**src/include/ftcan_consts.svh**
```systemverilog
// Constant definitions for the fault-tolerant CAN transceiver control block.
`ifndef FTCAN_CONSTS_SVH
`define FTCAN_CONSTS_SVH

// ----------------------------------------------------------------
// Timing
// ----------------------------------------------------------------
`define FTCAN_CLK_PERIOD_NS    20
`define FTCAN_WAKE_FILT_MIN_NS 8000
`define FTCAN_WAKE_FILT_MAX_NS 38000
`define FTCAN_WAKE_FILT_CYC \
  ((`FTCAN_WAKE_FILT_MIN_NS + `FTCAN_CLK_PERIOD_NS - 1) / `FTCAN_CLK_PERIOD_NS)
`define FTCAN_DOM_TIMEOUT_NS   2000000
`define FTCAN_DOM_TIMEOUT_CYC  (`FTCAN_DOM_TIMEOUT_NS / `FTCAN_CLK_PERIOD_NS)

// ----------------------------------------------------------------
// Register map
// ----------------------------------------------------------------
`define FTCAN_ADDR_CTRL        8'h00
`define FTCAN_ADDR_STAT        8'h04
`define FTCAN_CTRL_TOUT_EN     0
`define FTCAN_CTRL_FAULT_SW_EN 1
`define FTCAN_CTRL_RST         2'h3
`define FTCAN_STAT_MODE_LSB    0
`define FTCAN_STAT_WAKE        3
`define FTCAN_STAT_PWRON       4
`define FTCAN_STAT_DOMTO       5
`define FTCAN_STAT_HOT_LSB     6
`define FTCAN_STAT_FAULT_LSB   8

// ----------------------------------------------------------------
// Wiring failure groups (bit n is failure n+1)
// ----------------------------------------------------------------
`define FTCAN_HIGH_FAULT_MASK  8'h84
`define FTCAN_LOW_FAULT_MASK   8'h68

`endif

```
**src/include/ftcan_pkg.sv**
```systemverilog
// Types shared by the fault-tolerant CAN transceiver control block.
package ftcan_pkg;

  // Operating modes, Gray coded along standby-normal-rxonly-gotosleep-sleep.
  typedef enum logic [2:0] {
    FTCAN_STANDBY = 3'h0,
    FTCAN_NORMAL  = 3'h1,
    FTCAN_RXONLY  = 3'h3,
    FTCAN_GOSLEEP = 3'h2,
    FTCAN_SLEEP   = 3'h6
  } ftcan_mode_e;

  // Pin inputs that pass the synchroniser together.
  typedef struct packed {
    logic tx;
    logic lowPwrN;
    logic en;
    logic wake;
  } ftcan_pins_s;

  // Status word, laid out from the top bit down to bit 0.
  typedef struct packed {
    logic [7:0]  fault;
    logic [1:0]  hot;
    logic        domTo;
    logic        pwrOn;
    logic        wake;
    ftcan_mode_e mode;
  } ftcan_stat_s;

endpackage : ftcan_pkg

```
**src/hdl/ftcan_ctl.sv**
```systemverilog
// Control logic of the fault-tolerant low-speed CAN transceiver.
`include "ftcan_consts.svh"

module ftcan_ctl
  import ftcan_pkg::*;
#(
  parameter int unsigned DomTimeoutCyc = `FTCAN_DOM_TIMEOUT_CYC
) (
  input  wire logic        mclk,
  input  wire logic        rstn,
  input  wire logic        clkEn,
  input  wire logic        psel,
  input  wire logic        penable,
  input  wire logic        pwrite,
  input  wire logic [7:0]  paddr,
  input  wire logic [31:0] pwdata,
  output logic [31:0]      prdata,
  output logic             pready,
  output logic             pslverr,
  input  wire logic        txIn,
  input  wire logic        txUndriven,
  input  wire logic        modeSelLowPowerN,
  input  wire logic        modeEnable,
  input  wire logic        wakePin,
  input  wire logic        vddLow,
  input  wire logic        busDominant,
  input  wire logic        busLowWake,
  input  wire logic [7:0]  wireFault,
  input  wire logic [1:0]  tempTrip,
  input  wire logic [1:0]  tempCool,
  output logic             busHighDrvOn,
  output logic             busLowDrvOn,
  output logic             termHighSwOn,
  output logic             termLowSwOn,
  output logic             termLowToBat,
  output logic             rxOut,
  output logic             faultFlagOutN,
  output logic             regulatorControlOut
);
  // ----------------------------------------------------------------
  // Decoding helpers
  // ----------------------------------------------------------------
  // True in the modes where the bus wake monitors run.
  function automatic logic isLowPwr(input ftcan_mode_e m);
    return (m == FTCAN_STANDBY) || (m == FTCAN_SLEEP) || (m == FTCAN_GOSLEEP);
  endfunction : isLowPwr

  // True for an address that holds a register.
  function automatic logic addrHit(input logic [7:0] a);
    return (a == `FTCAN_ADDR_CTRL) || (a == `FTCAN_ADDR_STAT);
  endfunction : addrHit

  // ----------------------------------------------------------------
  // Input synchronisation and filters
  // ----------------------------------------------------------------
  ftcan_pins_s pinsRaw, pins;
  ftcan_mode_e mode_r, mode_nxt;
  logic [1:0]  ctrl_r, ctrl_nxt;
  logic        refOk_r, refOk_nxt, wakeRef_r, wakeRef_nxt;
  logic        domTo, wakeLocHit, wakeBusHit, wakeEv;

  // The internal pull-up makes a floating transmit input read high.
  always_comb begin
    pinsRaw.tx      = txIn | txUndriven;
    pinsRaw.lowPwrN = modeSelLowPowerN;
    pinsRaw.en      = modeEnable;
    pinsRaw.wake    = wakePin;
  end

  // All pin inputs cross two flops before use.
  ftcan_sync #(
    .RST (4'h8)
  ) uSync (
    .mclk  (mclk),
    .rstn  (rstn),
    .clkEn (clkEn),
    .d     (pinsRaw),
    .q     (pins)
  );

  // Dominant timeout on a transmit input held low.
  ftcan_filter #(
    .CNT (DomTimeoutCyc)
  ) uDomTo (
    .mclk  (mclk),
    .rstn  (rstn),
    .clkEn (clkEn),
    .lvl   (!pins.tx && ctrl_r[`FTCAN_CTRL_TOUT_EN]),
    .hit   (domTo)
  );

  // Local wake: wake pin differs from the stored reference.
  ftcan_filter #(
    .CNT (`FTCAN_WAKE_FILT_CYC)
  ) uWakeLoc (
    .mclk  (mclk),
    .rstn  (rstn),
    .clkEn (clkEn),
    .lvl   (isLowPwr(mode_r) && refOk_r && (pins.wake != wakeRef_r)),
    .hit   (wakeLocHit)
  );

  // Remote wake: low bus line pulled below its wake threshold.
  ftcan_filter #(
    .CNT (`FTCAN_WAKE_FILT_CYC)
  ) uWakeBus (
    .mclk  (mclk),
    .rstn  (rstn),
    .clkEn (clkEn),
    .lvl   (isLowPwr(mode_r) && busLowWake),
    .hit   (wakeBusHit)
  );

  assign wakeEv = wakeLocHit | wakeBusHit;
  // ----------------------------------------------------------------
  // Mode control and flags
  // ----------------------------------------------------------------
  logic       wake_r, wake_nxt, pwrOn_r, pwrOn_nxt;
  logic [1:0] hot_r, hot_nxt;
  logic       enterNormal;

  // Mode from the select pair; undervoltage overrides everything.
  always_comb begin
    mode_nxt = mode_r;
    if (clkEn) begin
      unique case ({pins.lowPwrN, pins.en})
        2'b11: mode_nxt = FTCAN_NORMAL;
        2'b10: mode_nxt = FTCAN_RXONLY;
        2'b01: mode_nxt = FTCAN_GOSLEEP;
        2'b00: begin
          if ((mode_r == FTCAN_GOSLEEP) || (mode_r == FTCAN_SLEEP)) begin
            mode_nxt = wakeEv ? FTCAN_STANDBY : FTCAN_SLEEP;
          end else begin
            mode_nxt = FTCAN_STANDBY;
          end
        end
      endcase
      if (vddLow) begin
        mode_nxt = FTCAN_STANDBY;
      end
    end
  end

  assign enterNormal = (mode_nxt == FTCAN_NORMAL) && (mode_r != FTCAN_NORMAL);
  // Wake reference, wake latch, power-on flag and thermal flags.
  always_comb begin
    refOk_nxt   = refOk_r;
    wakeRef_nxt = wakeRef_r;
    wake_nxt    = wake_r;
    pwrOn_nxt   = pwrOn_r;
    hot_nxt     = hot_r;
    if (clkEn) begin
      refOk_nxt = isLowPwr(mode_nxt);
      if (isLowPwr(mode_nxt) && !(isLowPwr(mode_r) && refOk_r)) begin
        wakeRef_nxt = pins.wake;
      end
      // A filter hit that lingers after leaving low power must not re-arm the latch.
      wake_nxt  = (wakeEv && isLowPwr(mode_r) && !wake_r) || (wake_r && !enterNormal);
      pwrOn_nxt = pwrOn_r && !enterNormal;
      for (int i = 0; i < 2; i++) begin
        hot_nxt[i] = tempTrip[i] || (hot_r[i] && !tempCool[i]);
      end
    end
  end

  // State registers; the power-on flag starts set.
  always_ff @(posedge mclk or negedge rstn) begin
    if (!rstn) begin
      mode_r    <= FTCAN_STANDBY;
      refOk_r   <= 1'b0;
      wakeRef_r <= 1'b0;
      wake_r    <= 1'b0;
      pwrOn_r   <= 1'b1;
      hot_r     <= 2'h0;
    end else begin
      mode_r    <= mode_nxt;
      refOk_r   <= refOk_nxt;
      wakeRef_r <= wakeRef_nxt;
      wake_r    <= wake_nxt;
      pwrOn_r   <= pwrOn_nxt;
      hot_r     <= hot_nxt;
    end
  end

  // ----------------------------------------------------------------
  // Bus drivers, switches and pin outputs
  // ----------------------------------------------------------------
  logic hiDrv_r, hiDrv_nxt, loDrv_r, loDrv_nxt;
  logic hiTerm_r, hiTerm_nxt, loTerm_r, loTerm_nxt, toBat_r, toBat_nxt;
  logic rx_r, rx_nxt, errN_r, errN_nxt, reg_r, reg_nxt;
  logic active, txDom, hiOff, loOff;

  // Output next values from mode, transmit level and faults.
  always_comb begin
    active = (mode_r == FTCAN_NORMAL) || (mode_r == FTCAN_RXONLY);
    txDom  = (mode_r == FTCAN_NORMAL) && !pins.tx && !domTo;
    hiOff  = ctrl_r[`FTCAN_CTRL_FAULT_SW_EN] && |(wireFault & `FTCAN_HIGH_FAULT_MASK);
    loOff  = ctrl_r[`FTCAN_CTRL_FAULT_SW_EN] && |(wireFault & `FTCAN_LOW_FAULT_MASK);
    hiDrv_nxt  = hiDrv_r;
    loDrv_nxt  = loDrv_r;
    hiTerm_nxt = hiTerm_r;
    loTerm_nxt = loTerm_r;
    toBat_nxt  = toBat_r;
    rx_nxt     = rx_r;
    errN_nxt   = errN_r;
    reg_nxt    = reg_r;
    if (clkEn) begin
      hiDrv_nxt  = txDom && !hot_r[0] && !hiOff;
      loDrv_nxt  = txDom && !hot_r[1] && !loOff;
      hiTerm_nxt = active && !hiOff;
      loTerm_nxt = active && !loOff;
      toBat_nxt  = isLowPwr(mode_r) && !loOff;
      rx_nxt     = active ? !busDominant : !wake_r;
      unique case (mode_r)
        FTCAN_NORMAL: errN_nxt = !(|wireFault);
        FTCAN_RXONLY: errN_nxt = !pwrOn_r;
        default:      errN_nxt = !wake_r;
      endcase
      reg_nxt = (mode_r != FTCAN_SLEEP) && (mode_r != FTCAN_GOSLEEP);
    end
  end

  // Output registers; reset leaves the device in standby.
  always_ff @(posedge mclk or negedge rstn) begin
    if (!rstn) begin
      hiDrv_r  <= 1'b0;
      loDrv_r  <= 1'b0;
      hiTerm_r <= 1'b0;
      loTerm_r <= 1'b0;
      toBat_r  <= 1'b1;
      rx_r     <= 1'b1;
      errN_r   <= 1'b1;
      reg_r    <= 1'b1;
    end else begin
      hiDrv_r  <= hiDrv_nxt;
      loDrv_r  <= loDrv_nxt;
      hiTerm_r <= hiTerm_nxt;
      loTerm_r <= loTerm_nxt;
      toBat_r  <= toBat_nxt;
      rx_r     <= rx_nxt;
      errN_r   <= errN_nxt;
      reg_r    <= reg_nxt;
    end
  end

  assign busHighDrvOn        = hiDrv_r;
  assign busLowDrvOn         = loDrv_r;
  assign termHighSwOn        = hiTerm_r;
  assign termLowSwOn         = loTerm_r;
  assign termLowToBat        = toBat_r;
  assign rxOut               = rx_r;
  assign faultFlagOutN       = errN_r;
  assign regulatorControlOut = reg_r;

  // ----------------------------------------------------------------
  // APB register slave
  // ----------------------------------------------------------------
  logic [31:0] prdata_r, prdata_nxt;
  logic        pready_r, pready_nxt, pslverr_r, pslverr_nxt;
  ftcan_stat_s stat;

  // Live status snapshot.
  always_comb begin
    stat.fault = wireFault;
    stat.hot   = hot_r;
    stat.domTo = domTo;
    stat.pwrOn = pwrOn_r;
    stat.wake  = wake_r;
    stat.mode  = mode_r;
  end

  // One wait state: ready rises one cycle into the access phase.
  always_comb begin
    prdata_nxt  = prdata_r;
    pready_nxt  = pready_r;
    pslverr_nxt = pslverr_r;
    ctrl_nxt    = ctrl_r;
    if (clkEn) begin
      pready_nxt  = 1'b0;
      pslverr_nxt = 1'b0;
      if (psel && penable && !pready_r) begin
        pready_nxt  = 1'b1;
        pslverr_nxt = !addrHit(paddr);
        prdata_nxt  = 32'h0;
        if (!pwrite && (paddr == `FTCAN_ADDR_CTRL)) begin
          prdata_nxt = {30'h0, ctrl_r};
        end else if (!pwrite && (paddr == `FTCAN_ADDR_STAT)) begin
          prdata_nxt = {16'h0, stat};
        end
      end
      if (psel && penable && pready_r && pwrite && (paddr == `FTCAN_ADDR_CTRL)) begin
        ctrl_nxt = pwdata[1:0];
      end
    end
  end

  // Bus registers.
  always_ff @(posedge mclk or negedge rstn) begin
    if (!rstn) begin
      prdata_r  <= 32'h0;
      pready_r  <= 1'b0;
      pslverr_r <= 1'b0;
      ctrl_r    <= `FTCAN_CTRL_RST;
    end else begin
      prdata_r  <= prdata_nxt;
      pready_r  <= pready_nxt;
      pslverr_r <= pslverr_nxt;
      ctrl_r    <= ctrl_nxt;
    end
  end

  assign prdata  = prdata_r;
  assign pready  = pready_r;
  assign pslverr = pslverr_r;

endmodule : ftcan_ctl

```
**src/hdl/ftcan_filter.sv**
```systemverilog
// Persistence filter: flags a level that has held for more than CNT cycles.
module ftcan_filter #(
  parameter int unsigned CNT = 400
) (
  input  wire logic mclk,
  input  wire logic rstn,
  input  wire logic clkEn,
  input  wire logic lvl,
  output logic      hit
);

  localparam int W = $clog2(CNT + 1);

  logic [W-1:0] cnt_r, cnt_nxt;
  logic         hit_r, hit_nxt;

  // Count while the level holds; any drop restarts the count.
  always_comb begin
    cnt_nxt = cnt_r;
    hit_nxt = hit_r;
    if (clkEn) begin
      if (!lvl) begin
        cnt_nxt = '0;
        hit_nxt = 1'b0;
      end else if (cnt_r == W'(CNT)) begin
        hit_nxt = 1'b1;
      end else begin
        cnt_nxt = cnt_r + W'(1);
      end
    end
  end

  // Counter and flag registers.
  always_ff @(posedge mclk or negedge rstn) begin
    if (!rstn) begin
      cnt_r <= '0;
      hit_r <= 1'b0;
    end else begin
      cnt_r <= cnt_nxt;
      hit_r <= hit_nxt;
    end
  end

  assign hit = hit_r;

endmodule : ftcan_filter

```
**src/hdl/ftcan_sync.sv**
```systemverilog
// Two-flop synchroniser for the pin input bundle.
module ftcan_sync
  import ftcan_pkg::*;
#(
  parameter ftcan_pins_s RST = 4'h8
) (
  input  wire logic  mclk,
  input  wire logic  rstn,
  input  wire logic  clkEn,
  input  ftcan_pins_s d,
  output ftcan_pins_s q
);

  ftcan_pins_s s1_r, s1_nxt, s2_r, s2_nxt;

  // Next values; the first stage feeds only the second.
  always_comb begin
    s1_nxt = clkEn ? d : s1_r;
    s2_nxt = clkEn ? s1_r : s2_r;
  end

  // Stage registers.
  always_ff @(posedge mclk or negedge rstn) begin
    if (!rstn) begin
      s1_r <= RST;
      s2_r <= RST;
    end else begin
      s1_r <= s1_nxt;
      s2_r <= s2_nxt;
    end
  end

  assign q = s2_r;

endmodule : ftcan_sync

```
**config.mk**
```make
export PLATFORM = sky130hd
export DESIGN_NAME = ftcan_ctl
export DESIGN_NICKNAME = d
export VERILOG_FILES = /design/src/include/ftcan_pkg.sv /design/src/hdl/ftcan_ctl.sv /design/src/hdl/ftcan_filter.sv /design/src/hdl/ftcan_sync.sv
export VERILOG_INCLUDE_DIRS = /design/src /design/src/include
export SDC_FILE = /design/constraint.sdc
export NUM_CORES = 1
export LEC_CHECK = 0
export BUFFER_PORTS_ARGS = -buffer_cell sky130_fd_sc_hd__buf_2
export CELL_PAD_IN_SITES_DETAIL_PLACEMENT = 0
export CELL_PAD_IN_SITES_GLOBAL_PLACEMENT = 1
export CORE_MARGIN = 5
export CORE_UTILIZATION = 36
export DETAILED_ROUTE_END_ITERATION = 6
export HOLD_SLACK_MARGIN = 0.15
export PLACE_DENSITY_LB_ADDON = 0.08
export SYNTH_ARGS = -nofsm -noshare
export SYNTH_HDL_FRONTEND = slang
export SYNTH_SLANG_ARGS = --single-unit
```
**constraint.sdc**
```tcl
create_clock -name mclk -period 1.7 [get_ports mclk]
set_input_delay 0.17 -clock mclk [delete_from_list [all_inputs] [get_ports mclk]]
set_output_delay 0.17 -clock mclk [all_outputs]
set_load 0.03 [all_outputs]
```
==> out/metrics.yaml, run 1 <==
fin_crit_sh: 0.9473
finalNonFillerCells: 632
max_slew_margin: 0.6562
synth.distinct_cells: 59
min_path_type: "in -> reg"
fillerInstances: 1047
drt-initial-drc-count: 157
coreArea_mm2: 0.01094
netlist_top_cells_count: "74 x dfrtp_1, 29 x nor2_1, 25 x nand2_1, 23 x o21ai_0, 22 x a22o_1"
seq_area_mm2: 0.002088
gp_congestion: 0.7439
synthCells: 384
root_buffer: "clkbuf_16"
yosys_register_bits: 83
power_density_mw_per_mm2: 1010
clk_pin_slew_ns: 0.06
diodes: 0
synth_top_area_cell: "dfrtp_1"
routed_wl_mm: 9.369
hpwl_mm: 6.679
dieArea_mm2: 0.01348
crit_required_ns: 1.93
seq_area_frac_synth: 0.5151
stdcell_area_mm2: 0.005236
cap_violations: 0
drive_gt1_frac: 0.2785
slowest_stage: "or4b_4"
critPathKind: "reg -> reg"
initial_utilization: 0.3707
first_pass_iters: 4
setup_viol: 0
fmax_mhz: 620.9
multi_input_area_mm2: 0.001759
place_inst: 595
yosys_warnings: 0
antenna_left: 0
cpPeakStageDelay_ns: 0.49
finClkSkew_ns: 0.007014
cp_data_arrival_time_ns: 1.84
fin_nets: 559
irDropWorstVdd_uv: 406.3
post_cts_buffers: 0
rsz0062_at_grt: "false"
end_kind: "register"
avgViaCountPerCell: 5.009
drc: 0
crit_path_start_kind: "register"
cts.sinks: 83
syn-mean-instance-area_um2: 10.56
clock_latency_ns: 0.34
tightest_slew_ns: 0.5103
fin_ws_ns: 0.08954
first_global_vias: 3177
die_w_um: 116.1
port_buffers: 61
cts_buffers: 9
grt_pass1_wl_mm: 15.70
yosysMostFrequentCell: "dfrtp_1"
cts_tree: "done"
clk_path_buf_depth: 2
pin_count: 108
leakagePower_uw: 0.002457
post-route-min-period_ns: 1.610
synth_top_area_share: 0.4568
overflow: 0
grt.total_usage: 0.1485
wire_per_inst_um: 14.82
num_vias: 3166
htree_levels: 3
async_flop_share: 1.000
synthTopCellsByArea: "dfrtp_1 46%, dfstp_2 5.8%, a22o_1 4.8%"
num_rows: 38
maxSlewViolCount: 0
synth_edf_count: 0
preCtsSetupSlack_ns: 0.05885
die_h_um: 116.1
placed_area_mm2: 0.004647
synth_flop_cell: "dfrtp_1"
status: "completed"
cp_max_fo: 3
area_delta_synth_final_pct: 29.17
setup-tns-final_ns: 0
grt_start_max_net_pins: 50
antenna_found_initial: 0
syn_area_mm2: 0.004054
final_hold_viol_count: 0
path_cells: "inv_1, ha_1, or4b_4, o21ai_4, nor3_1, a31o_2"
==> layout make-up <==
cell class,instances,area share
flip-flops and latches,83,0.3988
multi-input cells,262,0.3360
repair buffers,111,0.1477
clock buffers,9,0.04301
well taps,140,0.03345
clock inverters,7,0.02676
inverters,20,0.01434
==> final timing paths <==
check | end | slack (ns) | from | cells after the start
min in group asynchronous | prdata[11] | 0.31 | rstn | 2
setup reg to reg | uWakeBus.cnt_r[0] | 0.09 | uWakeBus.cnt_r[0] | 6
setup / recovery | uWakeBus.cnt_r[0] | 0.09 | uWakeBus.cnt_r[0] | 6
max in group asynchronous | pwrOn_r | 0.83 | rstn | 3
hold / removal | mode_r[1] | 0.20 | vddLow | 4
hold reg to reg | termLowToBat | 0.47 | termLowToBat | 2
==> layout by cell type (no fill, tap or decap), types with 8 or more instances in the layout <==
cell type	instances
inv_1	20
clkbuf_16	9
nand4_1	8
dfstp_2	9
a22o_1	22
buf_2	60
conb_1	16
nor2b_1	8
a21oi_1	13
buf_4	27
nand2_1	25
dfrtp_1	74
xor2_1	14
nor2_1	29
o21ai_0	23
dlygate4sd3_1	21
==> sequential cells by signal (all words and copies together) (netlist names), 2 cells and up <==
name / cells
ctrl_r: 2
hot_r: 2
mode_r: 3
prdata: 16
uDomTo.cnt_r: 17
uSync.q: 4
uSync.s1_r: 4
uWakeBus.cnt_r: 9
uWakeLoc.cnt_r: 9
==> metrics by stage <==
step / util / total power (µW) / hold slack [ns]
2_1_floorplan: - / 2656 / -0.1256
3_3_place_gp: 0.4249 / 2899 / 0.1396
3_5_place_dp: 0.4249 / 2901 / 0.1400
4_1_cts: 0.4776 / 5369 / 0.1832
5_1_grt: 0.4788 / 5540 / 0.2426
6_report: 0.4788 / 5290 / 0.1957
==> routing by layer <==
metal,vias to the layer above,share of wire,global-route usage
li1,1553,-,-
met1,1512,0.50,0.2113
met2,84,0.42,0.2198
met3,17,0.058,0.02798
met4,0,0.023,0.06883
met5,-,0,0
==> where the power goes <==
| part | total [µW] | switching (µW) | internal (µW) |
|---|---|---|---|
| Clock | 2390 | 810 | 1580 |
| Sequential | 2190 | 91.2 | 2100 |
| Combinational | 706 | 417 | 290 |
| Total | 5290 | 1320 | 3970 |
==> cells by family after synthesis <==
kind of cell / synth area share
AND/OR/NAND/NOR: 0.1787
XOR/XNOR: 0.04105
AO/OA/AOI/OAI: 0.1423
flip-flops: 0.5151
adder cells (fa/ha/maj): 0.01852
multiplexers: 0.03426
other: 0.0009250
buffers and inverters: 0.06914
==> repair_timing <==
item / 4_1_cts / 5_1_grt
hold buffers: 21 / 0
hold endpoints to repair: 64 / 0
resized for setup: 0 / 3
endpoints found under the setup margin: 0 / 5
==> worst max-delay path, delay by kind of cell, from the launching register on <==
kind	cells	cell delay, ns
fa+ha+maj	1	0.13
flops	1	0.37
simple gates	2	0.56
buf+inv	1	0.05
compound gates	2	0.39
No activity file was read; power rests on OpenSTA's default activity.
==> inputs of run 2 (changes only) <==
--- a/config.mk
+++ b/config.mk
@@ -13,6 +13,7 @@
 export CORE_UTILIZATION = 36
 export DETAILED_ROUTE_END_ITERATION = 6
 export HOLD_SLACK_MARGIN = 0.15
+export MAX_ROUTING_LAYER = met4
 export PLACE_DENSITY_LB_ADDON = 0.08
 export SYNTH_ARGS = -nofsm -noshare
 export SYNTH_HDL_FRONTEND = slang
==> run 2 against run 1 <==
  * Routed wire length is essentially flat
  * Count of clock-buffer cells in the layout is the same
  * Sequential share of layout area is the same
  * Power is essentially flat
  * Largest power group unchanged
  * Critical path depth is the same
  * Die area is the same
  * Clock power is essentially flat
==> out/metrics.yaml, run 2 (synthesized netlist as in run 1, its figures left out) <==
status: "completed"  # unchanged
diodes: 0  # unchanged
cp_data_arrival_time_ns: 1.84  # about the same
crit_required_ns: 1.93  # about the same
placed_area_mm2: 0.004647  # unchanged
clock_latency_ns: 0.34  # about the same
num_rows: 38  # unchanged
num_vias: 3186  # was 3166
grt.total_usage: 0.1528  # was 0.1485
cts.sinks: 83  # unchanged
cap_violations: 0  # unchanged
clk_path_buf_depth: 2  # unchanged
die_w_um: 116.1  # unchanged
post-route-min-period_ns: 1.613  # was 1.610 ns
drive_gt1_frac: 0.2785  # unchanged
leakagePower_uw: 0.002457  # unchanged
maxSlewViolCount: 0  # unchanged
preCtsSetupSlack_ns: 0.05885  # unchanged
finClkSkew_ns: 0.007687  # was 0.007014 ns
path_cells: "inv_1, ha_1, or4b_4, o21ai_4, nor3_1, a31o_2"  # unchanged
wire_per_inst_um: 14.81  # was 14.82 µm
coreArea_mm2: 0.01094  # unchanged
final_hold_viol_count: 0  # unchanged
post-route-util: 0.4788  # unchanged
root_buffer: "clkbuf_16"  # unchanged
dieArea_mm2: 0.01348  # unchanged
drc: 0  # unchanged
post_cts_buffers: 0  # unchanged
critPathBufInv: 1  # unchanged
area_delta_synth_final_pct: 29.17  # unchanged
cp_max_fo: 3  # unchanged
first_global_vias: 3174  # was 3177
tightest_slew_ns: 0.5132  # was 0.5103 ns
end_kind: "register"  # unchanged
grt_start_max_net_pins: 50  # unchanged
routed_wl_mm: 9.360  # was 9.369 mm
drt-initial-drc-count: 175  # was 157
overflow: 0  # unchanged
fillerInstances: 1047  # unchanged
power_density_mw_per_mm2: 1010  # about the same
htree_levels: 3  # unchanged
cts_buffers: 9  # unchanged
port_buffers: 61  # unchanged
fin_crit_sh: 0.9488  # was 0.9473
cts_tree: "done"  # unchanged
hpwl_mm: 6.679  # unchanged
largest_reg_flops: 17  # unchanged
max_slew_margin: 0.6543  # was 0.6562
die_h_um: 116.1  # unchanged
fmax_mhz: 619.9  # was 620.9 MHz
top_register: "uDomTo.cnt_r"  # unchanged
pin_count: 108  # unchanged
fin_ws_ns: 0.08696  # was 0.08954 ns
irDropWorstVdd_uv: 408.7  # was 406.3 µV
min_path_type: "in -> reg"  # unchanged
cpPeakStageDelay_ns: 0.49  # about the same
clk_pin_slew_ns: 0.06  # about the same
avgViaCountPerCell: 5.041  # was 5.009
crit_path_start_kind: "register"  # unchanged
gp_congestion: 0.7532  # was 0.7439
layout_commonest_cell: "dfrtp_1"  # unchanged
seq_area_mm2: 0.002088  # unchanged
rsz0062_at_grt: "false"  # unchanged
final_cell_mix: "74 x dfrtp_1, 60 x buf_2, 29 x nor2_1"  # unchanged
hold_ws_ns: 0.1939  # was 0.1957 ns
slowest_stage: "or4b_4"  # unchanged
setup_viol: 0  # unchanged
initial_utilization: 0.3707  # unchanged
antenna_found_initial: 0  # unchanged
critPathKind: "reg -> reg"  # unchanged
fin_nets: 559  # unchanged
grt_pass1_wl_mm: 15.72  # was 15.70 mm
setup-tns-final_ns: 0  # unchanged
cp_top_family: "simple AND/OR/NAND/NOR gates"  # unchanged
antenna_left: 0  # unchanged
multi_input_area_mm2: 0.001759  # unchanged
first_pass_iters: 4  # unchanged
stdcell_area_mm2: 0.005236  # unchanged
[run 2: layout make-up]
cell class / count / area share
Clock inverter: 7 / 0.02676
Sequential cell: 83 / 0.3988
Timing Repair Buffer: 111 / 0.1477
Inverter: 20 / 0.01434
Multi-Input combinational cell: 262 / 0.3360
Clock buffer: 9 / 0.04301
Tap cell: 140 / 0.03345
[run 2: where the power goes]
group | leakage (µW) | switching (µW) | total, µW | internal [µW]
registers | 0.00110 | 91.2 | 2190 | 2100
clock network | 0.000172 | 811 | 2390 | 1580
logic | 0.00119 | 416 | 706 | 290
total | 0.00246 | 1320 | 5290 | 3970
[run 2: through the flow]
stage | cells | power (µW)
finish | 632 | 5291
global route | 632 | 5539
CTS | 632 | 5369
detailed placement | 595 | 2901
global placement | 595 | 2899
floorplan | 399 | 2656
[run 2: what timing repair did]
item / in CTS / in global routing
hold buffers: 21 / 0
resized for setup: 0 / 3
setup endpoints to repair: 0 / 5
endpoints found under the hold margin: 64 / 0
[run 2: final timing paths]
path / from / endpoint / slack (ns) / cells past startpoint
hold / removal: vddLow / mode_r[1] / 0.19 / 4
max in group asynchronous: rstn / pwrOn_r / 0.83 / 3
setup / recovery: uWakeBus.cnt_r[0] / uWakeBus.cnt_r[0] / 0.09 / 6
min in group asynchronous: rstn / prdata[11] / 0.31 / 2
hold reg to reg: termLowToBat / termLowToBat / 0.47 / 2
setup reg to reg: uWakeBus.cnt_r[0] / uWakeBus.cnt_r[0] / 0.09 / 6
[run 2: layer usage]
layer,routed length (µm),part of all wire,vias to the layer above,GRT usage
met5,0,0,-,-
met4,187,0.020,0,0.06883
met3,496,0.053,14,0.02798
met2,3930,0.42,75,0.2190
met1,4745,0.51,1546,0.2113
li1,-,-,1551,-
[run 2: worst min-delay path: stages]
cell and delay (ns):
buf_2 0.11, a21oi_1 0.04, o311ai_0 0.08, o21ai_0 0.08
==> inputs of run 3 (changes only) <==
--- a/config.mk
+++ b/config.mk
@@ -7,6 +7,7 @@
 export NUM_CORES = 1
 export LEC_CHECK = 0
 export BUFFER_PORTS_ARGS = -buffer_cell sky130_fd_sc_hd__buf_2
+export CAP_MARGIN = 20
 export CELL_PAD_IN_SITES_DETAIL_PLACEMENT = 0
 export CELL_PAD_IN_SITES_GLOBAL_PLACEMENT = 1
 export CORE_MARGIN = 5
==> constraint.sdc (replaced) <==
create_clock -name mclk -period 1.7 [get_ports mclk]
set_input_delay 0.425 -clock mclk [delete_from_list [all_inputs] [get_ports mclk]]
set_output_delay 0.425 -clock mclk [all_outputs]
set_load 0.03 [all_outputs]
==> run 3 against run 2 <==
  * Via count down 3.7%
  * Design area down 3.1%
  * Power down 5.8%
==> out/metrics.yaml, run 3 (synthesized netlist as in run 1, its figures left out) <==
status: "completed"  # unchanged
drive_gt1_frac: 0.3071  # was 0.2785
cts_buffers: 9  # unchanged
rsz0062_at_grt: "true"  # was false
clk_path_buf_depth: 2  # unchanged
avgViaCountPerCell: 4.931  # was 5.041
grt_start_max_net_pins: 37  # was 50
layout_commonest_cell: "dfrtp_1"  # unchanged
clk_pin_slew_ns: 0.07  # was 0.06 ns
num_rows: 38  # unchanged
total_switching_power_uw: 1312  # was 1318 µW
max_slew_margin: 0.6671  # was 0.6543
clock_latency_ns: 0.34  # about the same
fillerInstances: 1068  # was 1047
initial_utilization: 0.3707  # unchanged
fin_crit_sh: 0.9668  # was 0.9488
hpwl_mm: 6.914  # was 6.679 mm
intPower_uw: 3671  # was 3973 µW
final_cell_mix: "74 x dfrtp_1, 60 x buf_2, 36 x buf_4"  # was 74 x dfrtp_1, 60 x buf_2, 29 x nor2_1
drc: 0  # unchanged
port_buffers: 61  # unchanged
coreArea_mm2: 0.01094  # unchanged
place_inst: 603  # was 595
final_hold_viol_count: 0  # unchanged
end_kind: "register"  # unchanged
critPathKind: "reg -> reg"  # unchanged
drt-initial-drc-count: 166  # was 175
fin_nets: 549  # was 559
placed_area_mm2: 0.004716  # was 0.004647 mm²
top_register: "uDomTo.cnt_r"  # unchanged
pin_count: 108  # unchanged
gp_congestion: 0.8085  # was 0.7532
crit_required_ns: 1.93  # about the same
post-route-min-period_ns: 1.644  # was 1.613 ns
leakagePower_uw: 0.002406  # was 0.002457 µW
setup_viol: 0  # unchanged
finalNonFillerCells: 622  # was 632
root_buffer: "clkbuf_16"  # unchanged
die_w_um: 116.1  # unchanged
min_path_type: "in -> reg"  # unchanged
power_density_mw_per_mm2: 981.8  # was 1010 mW/mm²
cts.sinks: 83  # unchanged
p_seq_frac: 0.441  # was 0.414
clkPwrFrac: 0.412  # was 0.452
area_delta_synth_final_pct: 25.22  # was 29.17%
overflow: 0  # unchanged
grt_pass1_wl_mm: 15.76  # was 15.72 mm
cp_data_arrival_time_ns: 1.87  # was 1.84 ns
wire_per_inst_um: 15.05  # was 14.81 µm
cts_tree: "done"  # unchanged
die_h_um: 116.1  # unchanged
diodes: 0  # unchanged
maxSlewViolCount: 0  # unchanged
power_frac_comb: 0.147  # was 0.133
largest_reg_flops: 17  # unchanged
num_vias: 3067  # was 3186
cap_violations: 0  # unchanged
antenna_found_initial: 0  # unchanged
htree_levels: 3  # unchanged
dieArea_mm2: 0.01348  # unchanged
tightest_slew_ns: 0.4941  # was 0.5132 ns
routed_wl_mm: 9.358  # was 9.360 mm
fmax_mhz: 608.4  # was 619.9 MHz
crit_path_start_kind: "register"  # unchanged
stdcell_area_mm2: 0.005076  # was 0.005236 mm²
cp_max_fo: 4  # was 3
hold_ws_ns: 0.3168  # was 0.1939 ns
first_global_vias: 3073  # was 3174
grt.total_usage: 0.1543  # was 0.1528
first_pass_iters: 4  # unchanged
antenna_left: 0  # unchanged
irDropWorstVdd_uv: 626.6  # was 408.7 µV
finClkSkew_ns: 0.009806  # was 0.007687 ns
switching_share: 0.2633  # was 0.2492
## run 3: cell count changes in the layout (fill, tap and decap cells not counted), sizes merged
cell and delta:
buf +10, bufinv -3, clkbuf +4, clkinvlp -2, dlygate4sd3 -20, inv +1
## run 3: per-stage QoR
| step | power, µW | setup TNS (ns) | setup slack [ns] | utilization |
|---|---|---|---|---|
| 6_report | 4984 | 0 | 0.05644 | 0.4642 |
| 5_1_grt | 5243 | -0.01042 | -0.01042 | 0.4642 |
| 4_1_cts | 5027 | 0 | 0.03706 | 0.4609 |
| 3_5_place_dp | 2922 | -1.171 | -0.1436 | 0.4312 |
| 3_3_place_gp | 2915 | -0.8723 | -0.1323 | 0.4312 |
| 2_1_floorplan | 2656 | -0.03061 | -0.01530 | - |
## run 3: path summary, 6_finish.rpt
| path | startpoint | endpoint | slack [ns] | cells past startpoint |
|---|---|---|---|---|
| max | uWakeBus.cnt_r[0] | uWakeBus.cnt_r[0] | 0.06 | 6 |
| min | wakePin | uSync.s1_r[0] | 0.32 | 2 |
| max reg2reg | uWakeBus.cnt_r[0] | uWakeBus.cnt_r[0] | 0.06 | 6 |
| min reg2reg | termLowToBat | termLowToBat | 0.48 | 2 |
| max in group asynchronous | rstn | pwrOn_r | 0.58 | 3 |
| min in group asynchronous | rstn | prdata[10] | 0.54 | 2 |
## run 3: layout make-up
cell class              count  area (µm²)  share of cell area
repair buffers            101       651.9              0.1284
inverters                  20       75.07             0.01479
flip-flops and latches     83        2088              0.4114
well taps                 140       175.2             0.03451
multi-input cells         262        1772              0.3490
clock inverters             3       43.79            0.008627
clock buffers              13       270.3             0.05324
## run 3: worst max-delay path, stage by stage, from the launching register on
cell and delay (ns):
dfrtp_1 0.37, inv_1 0.06, ha_1 0.13, or4b_4 0.49, o21ai_4 0.20, nor3_1 0.07
a31o_2 0.21
## run 3: routing by layer
metal / up-vias / share of wire / wire (µm) / track usage
li1: 1521 / - / - / -
met5: - / 0 / 0 / -
met2: 61 / 0.43 / 4013 / 0.2198
met1: 1475 / 0.51 / 4781 / 0.2159
met4: 0 / 0.013 / 123 / 0.06032
met3: 10 / 0.047 / 440 / 0.03161
## run 3: power by group through the flow
stage	logic [µW]	clock network, µW	registers (µW)
after floorplan	386	0	2270
after global placement	687	0	2230
after detailed placement	690	0	2230
after CTS	696	2130	2200
after global routing	821	2210	2210
final	735	2050	2200
## run 3: what timing repair did
item	4_1_cts	5_1_grt
gates resized for setup	0	6
hold endpoints to repair	19	0
setup endpoints to repair	0	9
hold buffers	1	0
buffers inserted	0	2
